## config.mk

```make
export PLATFORM = sky130hd
export DESIGN_NAME = interrupt_vectoring_unit
export DESIGN_NICKNAME = d
export VERILOG_FILES = /design/src/core/ext_edge_detect.v /design/src/core/interrupt_vectoring_unit.v
export VERILOG_INCLUDE_DIRS = /design/src /design/src/core
export SDC_FILE = /design/constraint.sdc
export NUM_CORES = 1
export LEC_CHECK = 0
export BUFFER_PORTS_ARGS = -buffer_cell sky130_fd_sc_hd__buf_4
export CAP_MARGIN = 25
export CORE_UTILIZATION = 31
export DETAILED_ROUTE_END_ITERATION = 8
export PLACE_DENSITY_LB_ADDON = 0.12
export SKIP_CTS_REPAIR_TIMING = 1
export SKIP_LAST_GASP = 1
export SYNTH_ARGS = -nofsm -noshare
export SYNTH_HDL_FRONTEND = slang
export SYNTH_SLANG_ARGS = --single-unit
export TNS_END_PERCENT = 50
```

## constraint.sdc

```tcl
create_clock -name mclk -period 39.5 [get_ports mclk]
set_input_delay 3.95 -clock mclk [delete_from_list [all_inputs] [get_ports mclk]]
set_output_delay 3.95 -clock mclk [all_outputs]
set_load 0.02 [all_outputs]
```

## src/core/irq_vector_consts.vh

```
`ifndef IRQ_VECTOR_CONSTS_VH
`define IRQ_VECTOR_CONSTS_VH
// fixed vector low addresses (20-bit)
`define VEC_UNDEF 20'hFFFDC
`define VEC_OVFL 20'hFFFE0
`define VEC_BREAK 20'hFFFE4
`define VEC_ADDR_MATCH 20'hFFFE8
`define VEC_STEP 20'hFFFEC
`define VEC_WDOG 20'hFFFF0
`define VEC_DEBUG 20'hFFFF4
`define VEC_NMI 20'hFFFF8
`define VEC_RESET 20'hFFFFC
`define VEC_FIXED_BASE 20'hFFFDC
// break vector content that redirects to variable entry 0
`define BREAK_REDIRECT 8'hFF
// variable table
`define VAR_SPAN 9'h100
`define VAR_PERIPH_LAST 6'h1F
`define VAR_SOFT_LAST 6'h3F
// peripheral entry numbers
`define ENT_BREAK 5'h00
`define ENT_EXT3 5'h04
`define ENT_EXT5 5'h08
`define ENT_EXT4 5'h09
`define ENT_BUS_COLL 5'h0A
`define ENT_DMA0 5'h0B
`define ENT_DMA1 5'h0C
`define ENT_KEY 5'h0D
`define ENT_ADC 5'h0E
`define ENT_SER_FIRST 5'h0F
`define ENT_TA_FIRST 5'h15
`define ENT_TB_FIRST 5'h1A
`define ENT_EXT0 5'h1D
`define ENT_EXT1 5'h1E
// reserved entries carry no source
`define RESERVED_MASK 32'h800000E1
// edge select codes and disabled priority level
`define EDGE_FALL 2'h0
`define EDGE_RISE 2'h1
`define EDGE_BOTH 2'h2
`define LEVEL_OFF 3'h0
`endif

```

## src/core/ext_edge_detect.v

```verilog
`timescale 1ns/100ps
`include "irq_vector_consts.vh"
module ext_edge_detect (
	// clock and reset
	input wire mclk,
	input wire arst_n,
	// pin and selection
	input wire pin,
	input wire [1:0] edge_sel,
	// one-cycle event
	output reg hit
);
	reg last;
	wire rise;
	wire fall;
	assign rise = pin & ~last;
	assign fall = ~pin & last;
	always @(posedge mclk or negedge arst_n) begin
		if (!arst_n) begin
			last <= 1'b0;
			hit <= 1'b0;
		end else begin
			last <= pin;
			case (edge_sel)
			`EDGE_FALL: begin
				hit <= fall;
			end
			`EDGE_RISE: begin
				hit <= rise;
			end
			`EDGE_BOTH: begin
				hit <= rise | fall;
			end
			default: begin
				hit <= 1'b0;
			end
			endcase
		end
	end
endmodule

```

## src/core/interrupt_vectoring_unit.v

```verilog
// Contract
// - maskables gated by enable and priority; others not
// - instruction interrupts never masked by enable or priority level
// - undefined opcode vectors at fixed FFFDC
// - overflow trap only when overflow flag set
// - break vector FF redirects to variable entry 0
// - numbered interrupts 0-63; 0-31 share peripheral vectors
// - numbers 0-31 save and clear stack select
// - numbers 32-63 leave stack select alone
// - reset pin low vectors at FFFFC
// - enabled nmi pin low vectors at FFFF8
// - debug break at FFFF4, debugger only
// - debug flag: single step after each instruction
// - address match before first-address instruction at FFFE8
// - watchdog, oscillator, voltage share FFFF0
// - fixed vectors four bytes from FFFDC upward
// - variable entry n at base plus 4n
// - peripherals maskable through entries 0 to 31
// - entries 4,8-14 pins, collision, dma, key, adc
// - 15-20 serial, 21-25 A, 26-28 B, 29-30 pins
// - entries 32-63 unmaskable software only
// - key pin low raises key interrupt
// - external pins trigger on selected edges
// - accept if enable, request, level above cpu level
// - hardware sets request, clears on accept; software clears
// - three-bit level per source, zero disables
`timescale 1ns/100ps
`include "irq_vector_consts.vh"
module interrupt_vectoring_unit (
	// clock and reset
	input wire mclk,
	input wire arst_n,
	// cpu flags and state
	input wire global_irq_enable,
	input wire overflow_flag,
	input wire debug_flag,
	input wire stack_select_flag,
	input wire [2:0] cpu_priority_level,
	input wire [19:0] vector_base_reg,
	// instruction events (one cycle each)
	input wire undefined_opcode_instr,
	input wire overflow_trap_instr,
	input wire break_instr,
	input wire soft_int_instr,
	input wire [5:0] soft_int_number,
	input wire instr_done,
	input wire instr_start,
	input wire [19:0] instr_addr,
	input wire return_from_irq,
	// special sources
	input wire reset_pin_n,
	input wire nmi_enable,
	input wire nmi_pin_n,
	input wire debug_break_event,
	input wire watchdog_event,
	input wire osc_stop_event,
	input wire voltage_detect_event,
	input wire addr_match_enable,
	input wire [19:0] addr_match_reg,
	// peripheral sources
	input wire key_input_pin_n,
	input wire ext_irq_pin_zero,
	input wire ext_irq_pin_one,
	input wire ext_irq_pin_three,
	input wire ext_irq_pin_four,
	input wire ext_irq_pin_five,
	input wire [9:0] ext_edge_sel,
	input wire bus_collision_event,
	input wire [1:0] dma_event,
	input wire adc_event,
	input wire bus_negative_event,
	input wire bus_positive_event,
	input wire [3:0] uart_event,
	input wire [4:0] timer_a_event,
	input wire [2:0] timer_b_event,
	// priority fields, three bits per entry
	input wire [95:0] priority_level_field,
	input wire [31:0] request_clear,
	// break vector byte fetch
	input wire break_vec_valid,
	input wire [7:0] break_vec_byte,
	// vector fetch request and status
	output reg vec_fetch,
	output reg [19:0] vec_addr,
	output reg irq_taken,
	output reg stack_select,
	output reg [31:0] request_pending_bit,
	output reg break_wait
);
	// four bytes per vector, low byte first
	function [19:0] var_entry;
		input [19:0] base;
		input [5:0] num;
		begin
			var_entry = base + {12'h000, num, 2'b00};
		end
	endfunction
	function [2:0] lvl_of;
		input [95:0] f;
		input [4:0] n;
		begin
			lvl_of = f[n*3 +: 3];
		end
	endfunction

	wire [4:0] ext_hit;
	wire [31:0] raw_req;
	reg key_last;
	reg nmi_last;
	reg step_arm;
	reg saved_select;
	reg [31:0] next_pending;
	reg [19:0] next_addr;
	reg next_fetch;
	reg next_taken;
	reg next_break_wait;
	reg next_stack;
	reg [5:0] best_num;
	reg [2:0] best_lvl;
	reg best_ok;
	integer i;

	ext_edge_detect u_ext0 (.mclk(mclk), .arst_n(arst_n),
		.pin(ext_irq_pin_zero), .edge_sel(ext_edge_sel[1:0]),
		.hit(ext_hit[0]));
	ext_edge_detect u_ext1 (.mclk(mclk), .arst_n(arst_n),
		.pin(ext_irq_pin_one), .edge_sel(ext_edge_sel[3:2]),
		.hit(ext_hit[1]));
	ext_edge_detect u_ext3 (.mclk(mclk), .arst_n(arst_n),
		.pin(ext_irq_pin_three), .edge_sel(ext_edge_sel[5:4]),
		.hit(ext_hit[2]));
	ext_edge_detect u_ext4 (.mclk(mclk), .arst_n(arst_n),
		.pin(ext_irq_pin_four), .edge_sel(ext_edge_sel[7:6]),
		.hit(ext_hit[3]));
	ext_edge_detect u_ext5 (.mclk(mclk), .arst_n(arst_n),
		.pin(ext_irq_pin_five), .edge_sel(ext_edge_sel[9:8]),
		.hit(ext_hit[4]));

	// entry mapping of peripheral sources
	assign raw_req[0] = 1'b0;
	assign raw_req[3:1] = 3'h0;
	assign raw_req[`ENT_EXT3] = ext_hit[2];
	assign raw_req[7:5] = 3'h0;
	assign raw_req[`ENT_EXT5] = ext_hit[4];
	assign raw_req[`ENT_EXT4] = ext_hit[3];
	assign raw_req[`ENT_BUS_COLL] = bus_collision_event;
	assign raw_req[`ENT_DMA1:`ENT_DMA0] = dma_event;
	// level-low key pin; edge into low avoids re-requesting while held
	assign raw_req[`ENT_KEY] = ~key_input_pin_n & key_last;
	assign raw_req[`ENT_ADC] = adc_event;
	assign raw_req[15] = uart_event[0] | bus_negative_event;
	assign raw_req[16] = uart_event[1] | bus_positive_event;
	assign raw_req[20:17] = uart_event;
	assign raw_req[25:21] = timer_a_event;
	assign raw_req[28:26] = timer_b_event;
	assign raw_req[`ENT_EXT0] = ext_hit[0];
	assign raw_req[`ENT_EXT1] = ext_hit[1];
	assign raw_req[31] = 1'b0;

	// highest level pending maskable entry; ties go to lower number
	always @* begin
		best_num = 6'h00;
		best_lvl = `LEVEL_OFF;
		best_ok = 1'b0;
		for (i = 31; i >= 0; i = i - 1) begin
			if (request_pending_bit[i] &&
			    lvl_of(priority_level_field, i[4:0]) >= best_lvl &&
			    lvl_of(priority_level_field, i[4:0]) != `LEVEL_OFF) begin
				best_num = i[5:0];
				best_lvl = lvl_of(priority_level_field, i[4:0]);
				best_ok = 1'b1;
			end
		end
	end

	// source priority: reset, nmi, debug, watchdog, step, match,
	// instructions, then maskable
	always @* begin
		next_pending = request_pending_bit;
		next_fetch = 1'b0;
		next_taken = 1'b0;
		next_addr = vec_addr;
		next_break_wait = break_wait;
		next_stack = stack_select;
		if (break_wait) begin
			if (break_vec_valid) begin
				next_break_wait = 1'b0;
				if (break_vec_byte == `BREAK_REDIRECT) begin
					next_fetch = 1'b1;
					next_addr = var_entry(vector_base_reg, 6'h00);
				end
			end
		end else if (!reset_pin_n) begin
			next_fetch = 1'b1;
			next_taken = 1'b1;
			next_addr = `VEC_RESET;
		end else if (nmi_enable && !nmi_pin_n && nmi_last) begin
			next_fetch = 1'b1;
			next_taken = 1'b1;
			next_addr = `VEC_NMI;
		end else if (debug_break_event) begin
			next_fetch = 1'b1;
			next_taken = 1'b1;
			next_addr = `VEC_DEBUG;
		end else if (watchdog_event | osc_stop_event |
		             voltage_detect_event) begin
			next_fetch = 1'b1;
			next_taken = 1'b1;
			next_addr = `VEC_WDOG;
		end else if (step_arm) begin
			next_fetch = 1'b1;
			next_taken = 1'b1;
			next_addr = `VEC_STEP;
		end else if (addr_match_enable && instr_start &&
		             instr_addr == addr_match_reg) begin
			next_fetch = 1'b1;
			next_taken = 1'b1;
			next_addr = `VEC_ADDR_MATCH;
		end else if (undefined_opcode_instr) begin
			next_fetch = 1'b1;
			next_taken = 1'b1;
			next_addr = `VEC_UNDEF;
		end else if (overflow_trap_instr && overflow_flag) begin
			next_fetch = 1'b1;
			next_taken = 1'b1;
			next_addr = `VEC_OVFL;
		end else if (break_instr) begin
			next_fetch = 1'b1;
			next_taken = 1'b1;
			next_break_wait = 1'b1;
			next_addr = `VEC_BREAK;
		end else if (soft_int_instr) begin
			next_fetch = 1'b1;
			next_taken = 1'b1;
			next_addr = var_entry(vector_base_reg, soft_int_number);
			if (soft_int_number <= `VAR_PERIPH_LAST)
				next_stack = 1'b0;
			else
				next_stack = stack_select;
		end else if (global_irq_enable && best_ok &&
		             best_lvl > cpu_priority_level) begin
			next_fetch = 1'b1;
			next_taken = 1'b1;
			next_addr = var_entry(vector_base_reg, best_num);
			next_stack = 1'b0;
			next_pending[best_num[4:0]] = 1'b0;
		end else if (return_from_irq) begin
			next_stack = saved_select;
		end
		// software clear first, then new events win
		next_pending = (next_pending & ~request_clear) |
			(raw_req & ~`RESERVED_MASK);
	end

	always @(posedge mclk or negedge arst_n) begin
		if (!arst_n) begin
			request_pending_bit <= 32'h00000000;
			vec_fetch <= 1'b0;
			vec_addr <= `VEC_RESET;
			irq_taken <= 1'b0;
			stack_select <= 1'b0;
			saved_select <= 1'b0;
			break_wait <= 1'b0;
			key_last <= 1'b1;
			nmi_last <= 1'b1;
			step_arm <= 1'b0;
		end else begin
			request_pending_bit <= next_pending;
			vec_fetch <= next_fetch;
			vec_addr <= next_addr;
			irq_taken <= next_taken;
			break_wait <= next_break_wait;
			key_last <= key_input_pin_n;
			nmi_last <= nmi_pin_n;
			if (next_taken)
				saved_select <= stack_select_flag;
			// track cpu flag unless this block overrides it
			if (next_stack != stack_select || next_taken)
				stack_select <= next_stack;
			else
				stack_select <= stack_select_flag;
			// held one cycle so step follows completion
			if (next_taken && next_addr == `VEC_STEP)
				step_arm <= 1'b0;
			else if (debug_flag && instr_done)
				step_arm <= 1'b1;
		end
	end
endmodule

```

# Word level (Yosys, flattened, before mapping)
# Cells that the tools add are included.
[classes]
addsub = 2
n_lt_le_gt_ge = 36
eq_ne = 14
mux = 172
bitwise = 36
n_reduce_logical = 114
[op_table]
columns = ["cell", "count"]
rows = [
  ["$mux W32", 12],
  ["$mux W20", 14],
  ["$mux W6", 30],
  ["$mux W3", 32],
  ["$reduce_bool A3 Y1", 32],
  ["$ge A3 B3 Y1", 31],
  ["$mux W1", 76],
  ["$logic_and A1 B1 Y1", 74],
  ["$and A32 B32 Y32", 2],
  ["$not A32 Y32", 2],
  ["$add A20 B8 Y20", 2],
  ["$or A32 B31 Y32", 1],
  ["$eq A20 B20 Y1", 1],
  ["$eq A20 B20 Y1 const B", 1],
  ["$pmux W1 S3", 5],
  ["$and A1 B1 Y1", 11],
  ["$not A1 Y1", 11],
  ["$eq A2 B1 Y1 const B", 5],
  ["$eq A2 B2 Y1 const B", 5],
  ["$logic_not A2 Y1", 5],
  ["$mux W5", 2],
  ["$or A1 B1 Y1", 9],
  ["$eq A8 B8 Y1 const B", 1],
  ["$le A6 B5 Y1 const B", 1],
  ["9 further kinds", 9],
]
[word_totals]
register_bits = 70
in_bits = 261
output_inout_bits = 56

# Depth between registers and ports, before layout
[depth]
word_depth = 148
ltp_mapped = 248
mapped_depth_nobuf = 247

# Cells and area by module
# From an unflattened synthesis, not the netlist that was laid out.
[hier_totals]
cells_unflattened = 1384
hier_area_um2 = 10114.7
[modules_own_cells]
columns = ["module", "n_inst", "cells_each", "area_per_inst_um2", "seq_area_each_um2"]
rows = [
  ["interrupt_vectoring_unit", 1, 1339, 9589.2, 1526.5],
  ["ext_edge_detect", 5, 9, 105.1, 50.0],
]

# Worst setup path after synthesis
# Ideal clock, no wire load.
[synth_path]
path_type = "input -> register"
startpoint = "input port priority_level_field[95]"
endpoint = "register step_arm"
setup_ns = 0.143
arrival_ns = 47.139
required_ns = 39.357
path_slack_ns = -7.782
path_stages = 237
path_buffers = 1
cell_sequence = "nand2_1 > ha_1 > nand2_1 > o21ai_4 > nand2_1 > o21ai_0 > ha_1 > nand2b_1 > maj3_1 > o21ai_0 > mux2_2 > ha_1 > nand2b_1 > a21oi_1 > o32ai_1 > o21ai_0 > mux2_2 > ha_1 > [201 not listed] > nor2b_1 > o31ai_1 > and2_0 > nand2_1 > a211oi_1 > o211ai_4 > or4_4 > nor2_1 > ha_1 > and2_1 > a21o_1 > a31oi_1 > and2_1 > nor3b_1 > a211oi_1 > nand4bb_1 > nor4_1 > a41oi_1"
[synth_between]
elab_chain_len = 145
elab_cells_between_ends = 225
[synth_lines]
columns = ["element", "line_no", "source"]
rows = [
  ["from (decl)", "interrupt_vectoring_unit.v:77", "input wire [95:0] priority_level_field,"],
  ["parallel branches: the longest is 130 deep, another holds $ge A3 B1 Y1", "-", ""],
  ["$mux W20 (*)", "interrupt_vectoring_unit.v:240", "end else if (global_irq_enable && best_ok &&"],
  ["$mux W20 (*)", "interrupt_vectoring_unit.v:232", "end else if (soft_int_instr) begin"],
  ["$mux W20 (*)", "interrupt_vectoring_unit.v:227", "end else if (break_instr) begin"],
  ["$mux W20 (*)", "interrupt_vectoring_unit.v:223", "end else if (overflow_trap_instr && overflow_flag) begin"],
  ["$mux W20 (*)", "interrupt_vectoring_unit.v:219", "end else if (undefined_opcode_instr) begin"],
  ["$mux W20 (*)", "interrupt_vectoring_unit.v:214", "end else if (addr_match_enable && instr_start &&"],
  ["$mux W20 (*)", "interrupt_vectoring_unit.v:210", "end else if (step_arm) begin"],
  ["$mux W20 (*)", "interrupt_vectoring_unit.v:205", "end else if (watchdog_event | osc_stop_event |"],
  ["$mux W20 (*)", "interrupt_vectoring_unit.v:201", "end else if (debug_break_event) begin"],
  ["$mux W20 (*)", "interrupt_vectoring_unit.v:197", "end else if (nmi_enable && !nmi_pin_n && nmi_last) begin"],
  ["$mux W20 (*)", "interrupt_vectoring_unit.v:193", "end else if (!reset_pin_n) begin"],
  ["$mux W20 (*)", "interrupt_vectoring_unit.v:185", "if (break_wait) begin"],
  ["named net next_addr[7]", "interrupt_vectoring_unit.v:113", "reg [19:0] next_addr;"],
  ["$eq A20 B20 Y1 (no source line) (*)", "-", ""],
  ["$logic_and A1 B1 Y1 (no source line) (*)", "-", ""],
  ["$mux W1 or $reduce_bool A2 Y1 (tied branches)", "-", ""],
  ["to (signal assigned)", "interrupt_vectoring_unit.v:266", "step_arm <= 1'b0;"],
  ["to (signal assigned)", "interrupt_vectoring_unit.v:284", "step_arm <= 1'b0;"],
  ["to (signal assigned)", "interrupt_vectoring_unit.v:286", "step_arm <= 1'b1;"],
  ["to (decl)", "interrupt_vectoring_unit.v:110", "reg step_arm;"],
]
# Mark *: on every way through the listed nets, which the timed path passes.
# A chain may end at the register's enable or synchronous reset.

# Worst setup path in the final report
[layout_path]
startpoint = "input port priority_level_field[93]"
endpoint = "register step_arm"
# Same word-level chain as after synthesis.

==> impl_metrics.csv <==
group,metric,value,unit
layout,top_register,"request_pending_bit",
layout,reg.largest.list,"request_pending_bit (32), vec_addr (20)",
routing,met2WireLength,20800,µm
global_routing,grt_pass1_vias,12800,
min_path,hold_depth,1,
routing,drt-total-wl,43000,µm
outcome,outcome,"complete, but fails checks",
synthesis,synth_top_area_frac,0.122,
synthesis,synth-simple-area-share,0.273,
synthesis,yosys.area_share.xor_xnor,0.0384,
layout,ff_latch_area,1780,µm²
synthesis,syn_area,10300,µm²
synthesis,synth_most_common_cell,"nand2_1",
layout,area_delta_synth_final,63.2,%
global_routing,antenna_found_initial,1,
clock_network,path_clk_slew,70,ps
floorplan,start_util,0.315,
global_routing,grt_pass1_wl,66200,µm
routing,wl_met3,2430,µm
power_and_ir_drop,ir_worst_vdd,20.8,µV
placed_design,io_buffers,316,
sta,setup_ws,-4810,ps
sta,setup_viol,57,
layout,finish.utilization,0.515,
global_routing,grtUsageTotal,0.249,
setup_path,crit_top_cell,"nand2b_4",
power_and_ir_drop,power.total,0.000502,W
synthesis,yosysTopAreaCell,"dfrtp_1",
run,max_cap_violations,0,
placed_design,gp_congestion,0.904,
routing,drtIter0Drc,747,
routing,wl_met1,19100,µm
synthesis,yosys_warnings,0,
setup_path,reg2reg_depth,238,
sta,hold_viol_final,0,
layout,multi_input_area,9060,µm²
power_and_ir_drop,power_density,30.0,nW/µm²
layout,largest_reg_flops,32,
clock_network,clock-sinks,70,
power_and_ir_drop,leakage,7.90,nW
routing,route.detailed.drc,0,
synthesis,synth_compound_area_frac,0.337,
global_routing,gr-total-overflow,0,
setup_path,slowest_delay,570,ps
placed_design,hpwl,35300,µm
synthesis,synth_area_leaders,"dfrtp_1 (12%), ha_1 (7.3%), nand2_1 (5.9%)",
layout,fin_nets,2332,
outcome,violations,"negative setup slack",
synthesis,yosysSeqAreaShare,0.173,
synthesis,avgSynthCellArea,7.23,µm²
synthesis,ys_seq_elements,70,
routing,drt_pre_antenna_iters,5,
layout,fin_cells,2457,
clock_network,numCtsBuffers,9,
synthesis,synthCells,1420,
synthesis,synth_top_family_by_area,"compound AO/OA/AOI/OAI gates",
floorplan,dieArea,33800,µm²
routing,vias,13100,
routing,detail-route-antenna-nets,0,
setup_path,cp_data_arrival_time,44530,ps
synthesis,yosysUniqueCellTypes,101,
sta,rsz0062_at_grt,"true",
global_routing,grt_max_degree,45,
synthesis,synth_edf_count,0,
setup_path,worstSetupStartpointType,"primary input",
sta,finalClockSkew,11.5,ps
routing,wl_per_cell,17.5,µm
sta,period_share,1.12,
sta,slew-limit-headroom,0.259,
setup_path,worstSetupPathType,"in -> reg",
clock_network,cts_tree,"yes",
synthesis,synth-adder-area-share,0.0887,
floorplan,rows,66,
layout,layout-drive-gt1-share,0.431,
floorplan,ios,317,
clock_network,clk_path_buf_depth,2,
placed_design,place_ws,-5840,ps
floorplan,core,32500,µm²
sta,slew_viol_final,0,
min_path,hold_class,"reg -> reg",
placed_design,placed_cell_area,16000,µm²
clock_network,clk_latency,370,ps
setup_path,critPathCaptureType,"flop",
synthesis,synth_ff_type,"dfrtp_1",
synthesis,synth_nets,1743,
routing,top_layer,"met4",
sta,tightest_slew,1100,ps
synthesis,synthTopCellsByCount,"nand2_1 (162), inv_1 (125), a21oi_1 (103)",
clock_network,cts_root_buf,"clkbuf_16",
clock_network,h-tree-depth,3,
floorplan,die_h,184,µm
setup_path,cp_slowest_cell,"or4_4",
placed_design,placed_cells,2413,
routing,viasPerCell,5.35,
sta,max_clock_freq,0.0226,GHz
floorplan,dieWidth,184,µm
layout,n_fill_cell,3227,
synthesis,async_flop_share,1.00,
setup_path,crit_path_max_fanout,5,
synthesis,synth_mux_area_frac,0.0329,
setup_path,crit_required,39720,ps
layout,fin_area,16800,µm²
sta,fin_crit,44310,ps
-- worst max-delay path, delay by kind of cell --
kind            cells  cell delay [ps]
buf+inv             8              640
simple gates       89            11960
mux                13             4270
compound gates     94            14710
fa+ha+maj          35             8990
-- routing by layer --
metal	GRT usage	vias to the layer above
met2	0.428	415
li1	-	6468
met4	0.0630	0
met5	0	-
met3	0.0426	44
met1	0.319	6222
-- final cells by class --
class                           instances  area share
Sequential cell                        70       0.106
Multi-Input combinational cell       1197       0.541
Timing Repair Buffer                  606       0.273
Inverter                              125      0.0280
Clock buffer                           11      0.0145
Tap cell                              442      0.0330
Clock inverter                          5     0.00388
Antenna cell                            1    0.000149
-- final timing paths --
kind / to / startpoint / slack (ps)
max: step_arm$_DFFE_PN0P_ / priority_level_field[93] / -4810
max reg2reg: step_arm$_DFFE_PN0P_ / request_pending_bit[31]$_DFF_PN0_ / -1660
max in group asynchronous: request_pending_bit[20]$_DFF_PN0_ / arst_n / 35000
min in group asynchronous: request_pending_bit[2]$_DFF_PN0_ / arst_n / 3530
min reg2reg: request_pending_bit[30]$_DFF_PN0_ / u_ext1.hit$_DFF_PN0_ / 460
min: request_pending_bit[30]$_DFF_PN0_ / u_ext1.hit$_DFF_PN0_ / 460
-- cells in the final DEF (no fill, tap or decap), types with 14 or more instances in the layout --
master and instances:
a21oi_2 19, ha_4 16, a31oi_1 33, a21o_1 26, xor2_1 18, inv_1 122
nor3_1 28, o21ai_0 58, buf_4 602, nand4_1 17, xnor2_1 27, nand2b_4 26
a21oi_1 84, dfstp_2 20, and3_1 16, nand2_1 149, ha_1 44, mux2i_1 17
o21ai_1 22, dfrtp_1 50, and2_1 25, nand3_1 57, nor4_1 14, nand2b_1 20
o211ai_1 27, nor2_1 93, o21a_1 19
-- stage by stage --
| step | setup TNS, ps | hold slack [ps] |
|---|---|---|
| floorplan | -193520 | 417 |
| global placement | -217480 | 440 |
| detailed placement | -283290 | 443 |
| CTS | -270600 | 459 |
| global route | -366800 | 470 |
| finish | -233890 | 456 |
-- report_power, final --
group / internal, W / switching, W
sequential: 0.0000757 / 0.00000512
clock: 0.0000516 / 0.0000390
combinational: 0.000172 / 0.000158
total: 0.000300 / 0.000202
-- cells by family after synthesis --
logic type,after synthesis
adder cells (fa/ha/maj),74
flip-flops,70
AND/OR/NAND/NOR,557
buffers and inverters,153
AO/OA/AOI/OAI,489
multiplexers,32
XOR/XNOR,45
Power figures use the tool's default switching activity.
